## config.mk

```make
export PLATFORM = sky130hd
export DESIGN_NAME = rmd_top
export DESIGN_NICKNAME = d
export VERILOG_FILES = /design/src/verilog/rmd_pkg.sv /design/src/verilog/rmd_diag_if.sv /design/src/verilog/rmd_tick.sv /design/src/verilog/rmd_diag.sv /design/src/verilog/rmd_top.sv
export VERILOG_INCLUDE_DIRS = /design/src /design/src/verilog
export SDC_FILE = /design/constraint.sdc
export NUM_CORES = 2
export LEC_CHECK = 0
export ABC_AREA = 1
export BUFFER_PORTS_ARGS = -buffer_cell sky130_fd_sc_hd__buf_2
export CAP_MARGIN = 40
export CORE_MARGIN = 2
export CORE_UTILIZATION = 66
export DETAILED_ROUTE_END_ITERATION = 10
export GPL_ROUTABILITY_DRIVEN = 0
export PLACE_DENSITY = 0.89
export SLEW_MARGIN = 5
export SYNTH_ARGS = -nofsm -noshare
export SYNTH_HDL_FRONTEND = slang
export SYNTH_SLANG_ARGS = --single-unit
export TNS_END_PERCENT = 30
```

## constraint.sdc

```tcl
create_clock -name clk -period 22.1 [get_ports clk]
set_input_delay 1.105 -clock clk [delete_from_list [all_inputs] [get_ports clk]]
set_output_delay 1.105 -clock clk [all_outputs]
set_load 0.05 [all_outputs]
```

## src/verilog/rmd_map.svh

```systemverilog
`ifndef RMD_MAP_SVH
`define RMD_MAP_SVH

// ==========================================
// Register offsets
`define RMD_ADDR_CTRL 8'h00
`define RMD_ADDR_CYCLE 8'h04
`define RMD_ADDR_MIN_ON 8'h08
`define RMD_ADDR_MAX_FREQ 8'h0c
`define RMD_ADDR_DIAG_MODE 8'h10
`define RMD_ADDR_ASSIGN_RELAY 8'h14
`define RMD_ADDR_ASSIGN_ALARM 8'h18
`define RMD_ADDR_CLASS_MAP 8'h1c
`define RMD_ADDR_ATTRIB 8'h20
`define RMD_ADDR_STATUS 8'h24

// ==========================================
// Field positions
`define RMD_CTRL_FN_LSB 0
`define RMD_CTRL_SRC_LSB 2
`define RMD_CTRL_MODE_BIT 4
`define RMD_CTRL_ACT_LSB 5
`define RMD_DM_RELAY_LSB 0
`define RMD_DM_ALARM_LSB 4

// ==========================================
// Reset values and limits (times in 0.1 s)
`define RMD_CTRL_RST 7'h00
`define RMD_DIAG_MODE_RST 7'h00
`define RMD_CYCLE_RST 14'h0064
`define RMD_CYCLE_MAX 14'h2706
`define RMD_MIN_ON_RST 14'h0003
`define RMD_MIN_ON_MIN 14'h0003
`define RMD_FREQ_RST 8'h3c
`define RMD_FREQ_MIN 8'h01
`define RMD_FREQ_MAX 8'hb4
`define RMD_FULL_SCALE 10'h3e8

// ==========================================
// Timing
`define RMD_CLK_HZ 25000000
`define RMD_BASE_TICK_MS 10
`define RMD_BASE_TICK_CYCLES (`RMD_CLK_HZ / 1000 * `RMD_BASE_TICK_MS)
`define RMD_STEP_MS 100
`define RMD_STEP_BASE_TICKS (`RMD_STEP_MS / `RMD_BASE_TICK_MS)
`define RMD_HALF_MIN_MS 30000
`define RMD_HALF_MIN_TICKS (`RMD_HALF_MIN_MS / `RMD_BASE_TICK_MS)

`endif

```

## src/verilog/rmd_pkg.sv

```systemverilog
`default_nettype none
package rmd_pkg;
   typedef logic [7:0] rmd_addr_t;
   typedef logic [31:0] rmd_word_t;
   typedef logic signed [15:0] rmd_y_t;
   typedef logic [15:0] rmd_msg_t;
   typedef enum logic [1:0] {rmd_fn_off, rmd_fn_ctrl, rmd_fn_diag} rmd_func_t;
   typedef enum logic [1:0] {rmd_src_none, rmd_src_c1, rmd_src_c2} rmd_src_t;
   typedef enum logic [1:0] {rmd_act_none, rmd_act_neg, rmd_act_pos} rmd_act_t;
   typedef enum logic {rmd_pwm, rmd_pfm} rmd_mode_t;
   typedef enum logic {rmd_pfm_gap, rmd_pfm_pulse} rmd_pfm_state_t;
endpackage : rmd_pkg
`default_nettype wire

```

## src/verilog/rmd_diag_if.sv

```systemverilog
`timescale 1ns/10ps
`default_nettype none
interface rmd_diag_if;
   logic [15:0] msg_active;
   logic [15:0] assign_mask;
   logic [31:0] class_map;
   logic by_class;
   logic [1:0] class_sel;
   logic trip;
   modport cfg (output msg_active, output assign_mask, output class_map, output by_class, output class_sel,
                input trip);
   modport eval (input msg_active, input assign_mask, input class_map, input by_class, input class_sel,
                 output trip);
endinterface : rmd_diag_if
`default_nettype wire

```

## src/verilog/rmd_tick.sv

```systemverilog
`timescale 1ns/10ps
`default_nettype none
// Divides an incoming pulse train by N
module rmd_tick #(
   parameter int unsigned N = 10
) (
   input wire logic clk,
   input wire logic reset,
   input wire logic tick_in,
   output logic tick_out
);
   localparam int W = (N > 1) ? $clog2(N) : 1;
   logic [W-1:0] cnt;

   always_ff @(posedge clk) begin
      if (reset) begin
         cnt <= '0;
         tick_out <= 1'b0;
      end else begin
         tick_out <= 1'b0;
         if (tick_in) begin
            if (cnt == W'(N - 1)) begin
               cnt <= '0;
               tick_out <= 1'b1;
            end else begin
               cnt <= cnt + 1'b1;
            end
         end
      end
   end

   property p_tick_cause;
      @(posedge clk) disable iff (reset) tick_out |-> $past(tick_in) && ($past(cnt) == W'(N - 1));
   endproperty
   a_tick_cause: assert property (p_tick_cause) else $error("tick without full count");
endmodule : rmd_tick
`default_nettype wire

```

## src/verilog/rmd_diag.sv

```systemverilog
`timescale 1ns/10ps
`default_nettype none
// Trip decision for one diagnostic relay
module rmd_diag (
   input wire logic clk,
   input wire logic reset,
   rmd_diag_if.eval dif
);
   import rmd_pkg::*;
   logic [15:0] sel_mask;

   genvar i;
   generate
      for (i = 0; i < 16; i++) begin : g_msg
         // Class match or individual assignment
         assign sel_mask[i] = dif.by_class ? (dif.class_map[2*i +: 2] == dif.class_sel)
                                           : dif.assign_mask[i];
      end
   endgenerate

   always_ff @(posedge clk) begin
      if (reset) begin
         dif.trip <= 1'b0;
      end else begin
         dif.trip <= |(dif.msg_active & sel_mask);
      end
   end

   property p_trip_cause;
      @(posedge clk) disable iff (reset)
         ($past(!dif.by_class) && !$past(reset)) |-> (dif.trip == |($past(dif.msg_active) & $past(dif.assign_mask)));
   endproperty
   a_trip_cause: assert property (p_trip_cause) else $error("assigned trip mismatch");
endmodule : rmd_diag
`default_nettype wire

```

## src/verilog/rmd_top.sv

```systemverilog
// Added by the designer: the register addresses and the strobed register port.
`timescale 1ns/10ps
`default_nettype none
`include "rmd_map.svh"

// Overview of operation
// PFM pulses fixed length, gap varies
// At maximum rate gap equals pulse
// Actuator part: none, negative or positive
// PWM cycle up to 999.0 s, default 10
// Cycle never below minimum on-time
// Minimum on-time from 0.3 s, default 0.3
// Pulses below minimum on-time are dropped (here only in PWM mode; PFM pulses are not checked against min_on)
// PFM rate 1 to 180 per minute, default 60
// PFM pulse length follows maximum rate
// Diagnostic relay runs fail-safe
// Energized without error, released on error
// Alarm relay always fail-safe
// Assigned mode trips on assigned messages
// Four classes, remappable per message
// Attributed message list is read-only
// Modulated relay pulses then pauses
// PWM period constant, duty varies
// No part or source keeps relay off
module rmd_top #(
   parameter int unsigned BASE_TICK_CYCLES = `RMD_BASE_TICK_CYCLES
) (
   input wire logic clk,
   input wire logic reset,
   input wire rmd_pkg::rmd_addr_t addr,
   input wire rmd_pkg::rmd_word_t wdata,
   input wire logic wr,
   input wire logic rd,
   output rmd_pkg::rmd_word_t rdata,
   input wire rmd_pkg::rmd_y_t ctrl1_y,
   input wire rmd_pkg::rmd_y_t ctrl2_y,
   input wire rmd_pkg::rmd_msg_t diag_msg_active,
   output logic relay_out,
   output logic alarm_relay_out
);
   import rmd_pkg::*;

   // ==========================================
   // Registers
   logic [6:0] ctrl;
   logic [13:0] cycle;
   logic [13:0] min_on;
   logic [7:0] max_freq;
   logic [6:0] diag_mode;
   logic [15:0] assign_relay;
   logic [15:0] assign_alarm;
   logic [31:0] class_map;
   logic [13:0] next_cycle;
   logic [13:0] next_min_on;
   logic [7:0] next_freq;

   rmd_func_t fn;
   rmd_src_t src;
   rmd_mode_t mode;
   rmd_act_t act;
   assign fn = rmd_func_t'(ctrl[`RMD_CTRL_FN_LSB +: 2]);
   assign src = rmd_src_t'(ctrl[`RMD_CTRL_SRC_LSB +: 2]);
   assign mode = rmd_mode_t'(ctrl[`RMD_CTRL_MODE_BIT]);
   assign act = rmd_act_t'(ctrl[`RMD_CTRL_ACT_LSB +: 2]);

   // Clamp writes into range and against each other
   always_comb begin
      next_cycle = wdata[13:0];
      if (wdata[31:14] != '0 || next_cycle > `RMD_CYCLE_MAX) next_cycle = `RMD_CYCLE_MAX;
      if (next_cycle < min_on) next_cycle = min_on;
      next_min_on = wdata[13:0];
      if (wdata[31:14] != '0 || next_min_on > cycle) next_min_on = cycle;
      if (next_min_on < `RMD_MIN_ON_MIN) next_min_on = `RMD_MIN_ON_MIN;
      next_freq = wdata[7:0];
      if (wdata[31:8] != '0 || next_freq > `RMD_FREQ_MAX) next_freq = `RMD_FREQ_MAX;
      if (next_freq < `RMD_FREQ_MIN) next_freq = `RMD_FREQ_MIN;
   end

   always_ff @(posedge clk) begin
      if (reset) begin
         ctrl <= `RMD_CTRL_RST;
         cycle <= `RMD_CYCLE_RST;
         min_on <= `RMD_MIN_ON_RST;
         max_freq <= `RMD_FREQ_RST;
         diag_mode <= `RMD_DIAG_MODE_RST;
         assign_relay <= '0;
         assign_alarm <= '0;
         class_map <= '0;
      end else if (wr) begin
         case (addr)
            `RMD_ADDR_CTRL: ctrl <= wdata[6:0];
            `RMD_ADDR_CYCLE: cycle <= next_cycle;
            `RMD_ADDR_MIN_ON: min_on <= next_min_on;
            `RMD_ADDR_MAX_FREQ: max_freq <= next_freq;
            `RMD_ADDR_DIAG_MODE: diag_mode <= wdata[6:0];
            `RMD_ADDR_ASSIGN_RELAY: assign_relay <= wdata[15:0];
            `RMD_ADDR_ASSIGN_ALARM: assign_alarm <= wdata[15:0];
            `RMD_ADDR_CLASS_MAP: class_map <= wdata;
            default: ; // Attributed list and status ignore writes
         endcase
      end
   end

   // ==========================================
   // Time base
   logic base_tick;
   logic step_tick;
   rmd_tick #(.N(BASE_TICK_CYCLES)) u_base_tick (
      .clk(clk),
      .reset(reset),
      .tick_in(1'b1),
      .tick_out(base_tick)
   );
   rmd_tick #(.N(`RMD_STEP_BASE_TICKS)) u_step_tick (
      .clk(clk),
      .reset(reset),
      .tick_in(base_tick),
      .tick_out(step_tick)
   );

   // ==========================================
   // Manipulated variable part
   rmd_y_t y_src;
   logic [9:0] y_part;
   logic sel_valid;
   always_comb begin
      case (src)
         rmd_src_c1: y_src = ctrl1_y;
         rmd_src_c2: y_src = ctrl2_y;
         default: y_src = '0;
      endcase
      sel_valid = (src == rmd_src_c1 || src == rmd_src_c2) && (act == rmd_act_neg || act == rmd_act_pos);
      y_part = '0;
      if (act == rmd_act_pos && y_src > 0) begin
         y_part = (y_src > $signed({6'h00, `RMD_FULL_SCALE})) ? `RMD_FULL_SCALE : y_src[9:0];
      end else if (act == rmd_act_neg && y_src < 0) begin
         y_part = (y_src < -$signed({6'h00, `RMD_FULL_SCALE})) ? `RMD_FULL_SCALE : 10'(-y_src);
      end
   end

   // ==========================================
   // Pulse width modulation
   logic [13:0] pwm_phase;
   logic [13:0] cyc_lat;
   logic [9:0] y_lat;
   logic [23:0] on_work;
   logic pwm_suppress;
   logic pwm_on;
   assign on_work = 24'(y_lat) * 24'(cyc_lat);
   assign pwm_suppress = on_work < 24'(min_on) * 24'(`RMD_FULL_SCALE);
   assign pwm_on = (24'(pwm_phase) * 24'(`RMD_FULL_SCALE) < on_work) && !pwm_suppress;

   always_ff @(posedge clk) begin
      if (reset) begin
         pwm_phase <= '0;
         cyc_lat <= `RMD_CYCLE_RST;
         y_lat <= '0;
      end else if (step_tick) begin
         if (pwm_phase + 14'h0001 >= cyc_lat) begin
            pwm_phase <= '0;
            cyc_lat <= cycle;
            y_lat <= y_part;
         end else begin
            pwm_phase <= pwm_phase + 14'h0001;
         end
      end
   end

   // ==========================================
   // Pulse frequency modulation
   rmd_pfm_state_t pfm_state;
   logic [23:0] pfm_acc;
   logic [23:0] pfm_inc;
   logic [23:0] pfm_thr;
   always_comb begin
      if (pfm_state == rmd_pfm_pulse) begin
         pfm_inc = 24'(max_freq) * 24'(`RMD_FULL_SCALE);
         pfm_thr = 24'(`RMD_HALF_MIN_TICKS) * 24'(`RMD_FULL_SCALE);
      end else begin
         pfm_inc = 24'(max_freq) * 24'(y_part);
         pfm_thr = 24'(`RMD_HALF_MIN_TICKS) * 24'(11'(2 * `RMD_FULL_SCALE) - 11'(y_part));
      end
   end

   always_ff @(posedge clk) begin
      if (reset) begin
         pfm_state <= rmd_pfm_gap;
         pfm_acc <= '0;
      end else if (base_tick) begin
         if (pfm_state == rmd_pfm_gap && y_part == '0) begin
            pfm_acc <= '0;
         end else if (pfm_acc + pfm_inc >= pfm_thr) begin
            pfm_acc <= '0;
            case (pfm_state)
               rmd_pfm_gap: pfm_state <= rmd_pfm_pulse;
               rmd_pfm_pulse: pfm_state <= rmd_pfm_gap;
               default: pfm_state <= rmd_pfm_gap;
            endcase
         end else begin
            pfm_acc <= pfm_acc + pfm_inc;
         end
      end
   end

   // ==========================================
   // Diagnostics
   rmd_diag_if relay_dif ();
   rmd_diag_if alarm_dif ();
   assign relay_dif.msg_active = diag_msg_active;
   assign relay_dif.assign_mask = assign_relay;
   assign relay_dif.class_map = class_map;
   assign relay_dif.by_class = diag_mode[`RMD_DM_RELAY_LSB];
   assign relay_dif.class_sel = diag_mode[`RMD_DM_RELAY_LSB + 1 +: 2];
   assign alarm_dif.msg_active = diag_msg_active;
   assign alarm_dif.assign_mask = assign_alarm;
   assign alarm_dif.class_map = class_map;
   assign alarm_dif.by_class = diag_mode[`RMD_DM_ALARM_LSB];
   assign alarm_dif.class_sel = diag_mode[`RMD_DM_ALARM_LSB + 1 +: 2];

   rmd_diag u_relay_diag (
      .clk(clk),
      .reset(reset),
      .dif(relay_dif)
   );
   rmd_diag u_alarm_diag (
      .clk(clk),
      .reset(reset),
      .dif(alarm_dif)
   );

   // ==========================================
   // Relay drive
   logic mod_on;
   assign mod_on = sel_valid && ((mode == rmd_pfm) ? (pfm_state == rmd_pfm_pulse) : pwm_on);

   always_ff @(posedge clk) begin
      if (reset) begin
         relay_out <= 1'b0;
      end else begin
         case (fn)
            rmd_fn_ctrl: relay_out <= mod_on;
            rmd_fn_diag: relay_out <= !relay_dif.trip;
            default: relay_out <= 1'b0;
         endcase
      end
   end

   always_ff @(posedge clk) begin
      if (reset) begin
         alarm_relay_out <= 1'b0;
      end else begin
         alarm_relay_out <= !alarm_dif.trip;
      end
   end

   // ==========================================
   // Read port
   always_ff @(posedge clk) begin
      if (reset) begin
         rdata <= '0;
      end else if (rd) begin
         case (addr)
            `RMD_ADDR_CTRL: rdata <= {25'h0000000, ctrl};
            `RMD_ADDR_CYCLE: rdata <= {18'h00000, cycle};
            `RMD_ADDR_MIN_ON: rdata <= {18'h00000, min_on};
            `RMD_ADDR_MAX_FREQ: rdata <= {24'h000000, max_freq};
            `RMD_ADDR_DIAG_MODE: rdata <= {25'h0000000, diag_mode};
            `RMD_ADDR_ASSIGN_RELAY: rdata <= {16'h0000, assign_relay};
            `RMD_ADDR_ASSIGN_ALARM: rdata <= {16'h0000, assign_alarm};
            `RMD_ADDR_CLASS_MAP: rdata <= class_map;
            `RMD_ADDR_ATTRIB: rdata <= {assign_alarm, assign_relay};
            `RMD_ADDR_STATUS: rdata <= {26'h0000000, pfm_state == rmd_pfm_pulse, mod_on, alarm_dif.trip,
                                        relay_dif.trip, alarm_relay_out, relay_out};
            default: rdata <= '0;
         endcase
      end else begin
         rdata <= '0;
      end
   end

   // ==========================================
   // Checks
   logic [11:0] pulse_len;
   logic freq_dirty;
   always_ff @(posedge clk) begin
      if (reset || pfm_state == rmd_pfm_gap) begin
         pulse_len <= '0;
         freq_dirty <= 1'b0;
      end else begin
         pulse_len <= pulse_len + 12'(base_tick);
         freq_dirty <= freq_dirty || (wr && addr == `RMD_ADDR_MAX_FREQ);
      end
   end

   property p_cycle_order;
      @(posedge clk) disable iff (reset) cycle >= min_on;
   endproperty
   a_cycle_order: assert property (p_cycle_order) else $error("cycle below minimum on-time");

   property p_ranges;
      @(posedge clk) disable iff (reset)
         cycle <= `RMD_CYCLE_MAX && min_on >= `RMD_MIN_ON_MIN && max_freq >= `RMD_FREQ_MIN && max_freq <= `RMD_FREQ_MAX;
   endproperty
   a_ranges: assert property (p_ranges) else $error("setting out of range");

   property p_suppress;
      @(posedge clk) disable iff (reset)
         (fn == rmd_fn_ctrl && mode == rmd_pwm && pwm_suppress) |=> !relay_out;
   endproperty
   a_suppress: assert property (p_suppress) else $error("short pulse was output");

   property p_none_off;
      @(posedge clk) disable iff (reset) (fn == rmd_fn_ctrl && !sel_valid) |=> !relay_out;
   endproperty
   a_none_off: assert property (p_none_off) else $error("relay on without source");

   property p_alarm_failsafe;
      @(posedge clk) disable iff (reset) !$past(reset) |-> (alarm_relay_out == !$past(alarm_dif.trip));
   endproperty
   a_alarm_failsafe: assert property (p_alarm_failsafe) else $error("alarm relay not fail-safe");

   property p_diag_failsafe;
      @(posedge clk) disable iff (reset) (fn == rmd_fn_diag && relay_dif.trip) |=> !relay_out;
   endproperty
   a_diag_failsafe: assert property (p_diag_failsafe) else $error("diag relay held on error");

   property p_attrib_ro;
      @(posedge clk) disable iff (reset)
         (wr && addr == `RMD_ADDR_ATTRIB) |=> $stable(assign_relay) && $stable(assign_alarm);
   endproperty
   a_attrib_ro: assert property (p_attrib_ro) else $error("attributed list was written");

   property p_pulse_len;
      @(posedge clk) disable iff (reset)
         ($fell(pfm_state == rmd_pfm_pulse) && $stable(max_freq) && !freq_dirty) |->
            (20'($past(pulse_len) + 12'h001) * 20'(max_freq) >= 20'(`RMD_HALF_MIN_TICKS)) &&
            (20'($past(pulse_len)) * 20'(max_freq) < 20'(`RMD_HALF_MIN_TICKS));
   endproperty
   a_pulse_len: assert property (p_pulse_len) else $error("pulse length off rate");
endmodule : rmd_top
`default_nettype wire

```

==> flow_summary.toml <==
[worst_setup_path]
cp-end-kind = "flip-flop"
worstPathArrival_ns = 11.03
crit_path_max_incr_delay_ns = 0.65
path_class = "reg2reg"
worst_ep_required_time_ns = 22.53
crit_fanout = 24
critPathLaunchType = "flip-flop"
cpMostUsedCell = "inv_1"
cpMaxStageDelayCell = "nand2_1"
ff2ff_path_depth = 51

[detailed_routing]
met3WireLength_mm = 9.184
wl_met2_mm = 39.17
drt_iter0_drc = 3281
wl_per_cell_um = 18.09
top_layer = "met5"
wl_mm = 86.29
drcViolationCount = 0
dr.pass1.iters = 10
antenna_left = 0
viasPerCell = 6.060
num_vias = 28910
met1Wirelength_mm = 33.34

[pwr]
p_per_area_nw_per_um2 = 28.59
irDropWorstVdd_v = 0.00006843
p_total_mw = 0.9286
power.share.sequential_pct = 46.2
switching_share_pct = 25.55
clockPowerShare_pct = 48.5
combinationalPowerShare_pct = 5.3
p_sw_mw = 0.2373
leakagePower_nw = 17.05
p_int_mw = 0.6913

[layout]
fin_cells = 4770
fillCellCount = 3423
areaGrowthSynthToFinish_pct = 6.072
fin_util_pct = 71.26
drive_gt1_share_pct = 5.923
final_cell_mix = "815 x nand2_1, 703 x inv_1, 415 x ha_1, 386 x a21oi_1, 299 x fa_1"
layout.nets = 4957
diodes = 0
final-seq-area_um2 = 4745
final_common_cell = "nand2_1"
multiInputGateArea_um2 = 22630
fin_area_um2 = 32480

[place]
pre_cts_slack_ns = 11.50
placed_area_um2 = 31630
numPortBuffers = 125
placed_cells = 4722
dpl.hpwl_mm = 66.98

[global_route]
grt_pass1_wl_mm = 142.4
antenna_found_initial = 1
grt_max_degree = 82
overflow = 0
grt_pass1_vias = 29110
gr-usage-all-layers_pct = 36.52

[cts]
cts_setup_buffers = 0
cts_num_sinks = 237
post_cts_resized = 0
clk_path_buf_depth = 3
clkLatencyLatePin_ns = 0.60
cts_made_buffers = 27
hold_buffers = 0
tritoncts = "built"
clk_pin_slew_ns = 0.06
h-tree-depth = 1
clockRootBuffer = "clkbuf_16"

[logic_synthesis]
synthFlopType = "dfxtp_1"
ys_types = 59
syn_nets = 4914
synth-seq-cells = 237
synth_area_um2 = 30620
synthCells = 4108
synth_edf_count = 0
synth.avg_cell_area_um2 = 7.454
ys_async_sr_fraction_pct = 0
yosys_warnings = 0
yosysSeqAreaShare_pct = 15.50

[sta]
hold_viol = 0
setup_tns_ns = 0
setup_viol = 0
worst_slew_pin_slew_ns = 0.8913
relSlewSlack_pct = 40.50
setup_slack_ns = 11.50
finalCriticalPeriod_ns = 10.60
skew_ns = 0.02884
fmaxAchievable_ghz = 0.09434
maxSlewViolCount = 0
final_min_period_over_clock_period_pct = 47.96
hold_slack_ns = 0.4497
grt_setup_unrepaired = "false"

[worst_hold_path]
hold_path.class = "reg2reg"
hold_depth = 1

[floorplan]
die-height_um = 219.4
initial_core_util_pct = 67.18
io_pins = 126
num_rows = 78
core-area_um2 = 45580
dieArea_um2 = 48130
die_w_um = 219.4

[flow_run]
max_cap_viol_count = 0

[run_status]
status = "completed"
cells by family after synthesis:
kind of cell / Yosys count / share of synthesized area, %
buf+inv: 850 / 10.65
flops: 237 / 15.50
simple gates: 1412 / 19.40
compound gates: 747 / 13.68
fa+ha+maj: 714 / 36.51
xor+xnor: 148 / 4.258
sequential cells by signal (all words and copies together) (netlist names), 4 cells and up:
register / count
alarm_dif.assign_mask: 16
alarm_dif.class_map: 32
assign_relay: 16
ctrl: 7
cyc_lat: 14
cycle: 14
diag_mode: 7
max_freq: 8
min_on: 14
pfm_acc: 24
pwm_phase: 14
rdata: 32
u_base_tick.cnt: 18
u_step_tick.cnt: 4
y_lat: 10
per-layer routing:
layer	track usage, %	vias up
met5	0.9375	-
met3	7.526	418
met4	16.85	4
li1	-	13320
met1	46.06	13490
met2	60.02	1677
cells in the mapped netlist, drive strengths merged, types with 11 or more instances:
cell type / count / area, um^2
a211oi: 21 / 157.7
a21oi: 387 / 1941
a221oi: 22 / 192.7
a31oi: 12 / 75.07
buf: 21 / 145.2
clkbuf: 109 / 409.1
dfxtp: 237 / 4745
fa: 299 / 5986
ha: 415 / 5192
inv: 713 / 2681
nand2: 836 / 3206
nand3: 172 / 878.4
nand4: 41 / 256.5
nor2: 284 / 1119
nor3: 35 / 185.2
nor4: 17 / 106.4
o211ai: 20 / 150.1
o21ai: 190 / 962.2
o21bai: 11 / 82.58
o22ai: 27 / 168.9
xnor2: 56 / 490.5
xor2: 92 / 813.3
power by group through the flow:
stage | sequential, mW | combinational (mW) | clock (mW)
global placement | 0.439 | 0.0454 | 0
global route | 0.429 | 0.0524 | 0.465
CTS | 0.429 | 0.0470 | 0.447
floorplan | 0.439 | 0.0240 | 0
finish | 0.429 | 0.0494 | 0.450
detailed placement | 0.439 | 0.0466 | 0
final timing paths:
path | start | end | slack (ns)
max reg2reg | ctrl[2] | pfm_acc[10] | 11.50
min reg2reg | u_step_tick.cnt[1] | u_step_tick.tick_out | 0.45
min | u_step_tick.cnt[1] | u_step_tick.tick_out | 0.45
max | ctrl[2] | pfm_acc[10] | 11.50
worst max-delay path: cells and delay by family, from the launching register on:
kind | cells | cell delay, ns
xor gates and xnor gates | 1 | 0.17
buffers and inverters | 11 | 0.99
AOI/OAI and AO/OA | 6 | 0.94
adders and majority gates | 9 | 3.93
DFF | 1 | 0.33
and+or+nand+nor | 24 | 4.06
final cells by class:
cell class / count / area share, %
multi-input combinational: 3021 / 69.67
timing repair buffer: 144 / 2.458
sequential: 237 / 14.61
clock inverter: 11 / 0.3313
tap: 600 / 2.311
clock buffer: 37 / 2.288
inverter: 720 / 8.337
(Power assumes the default switching activity.)
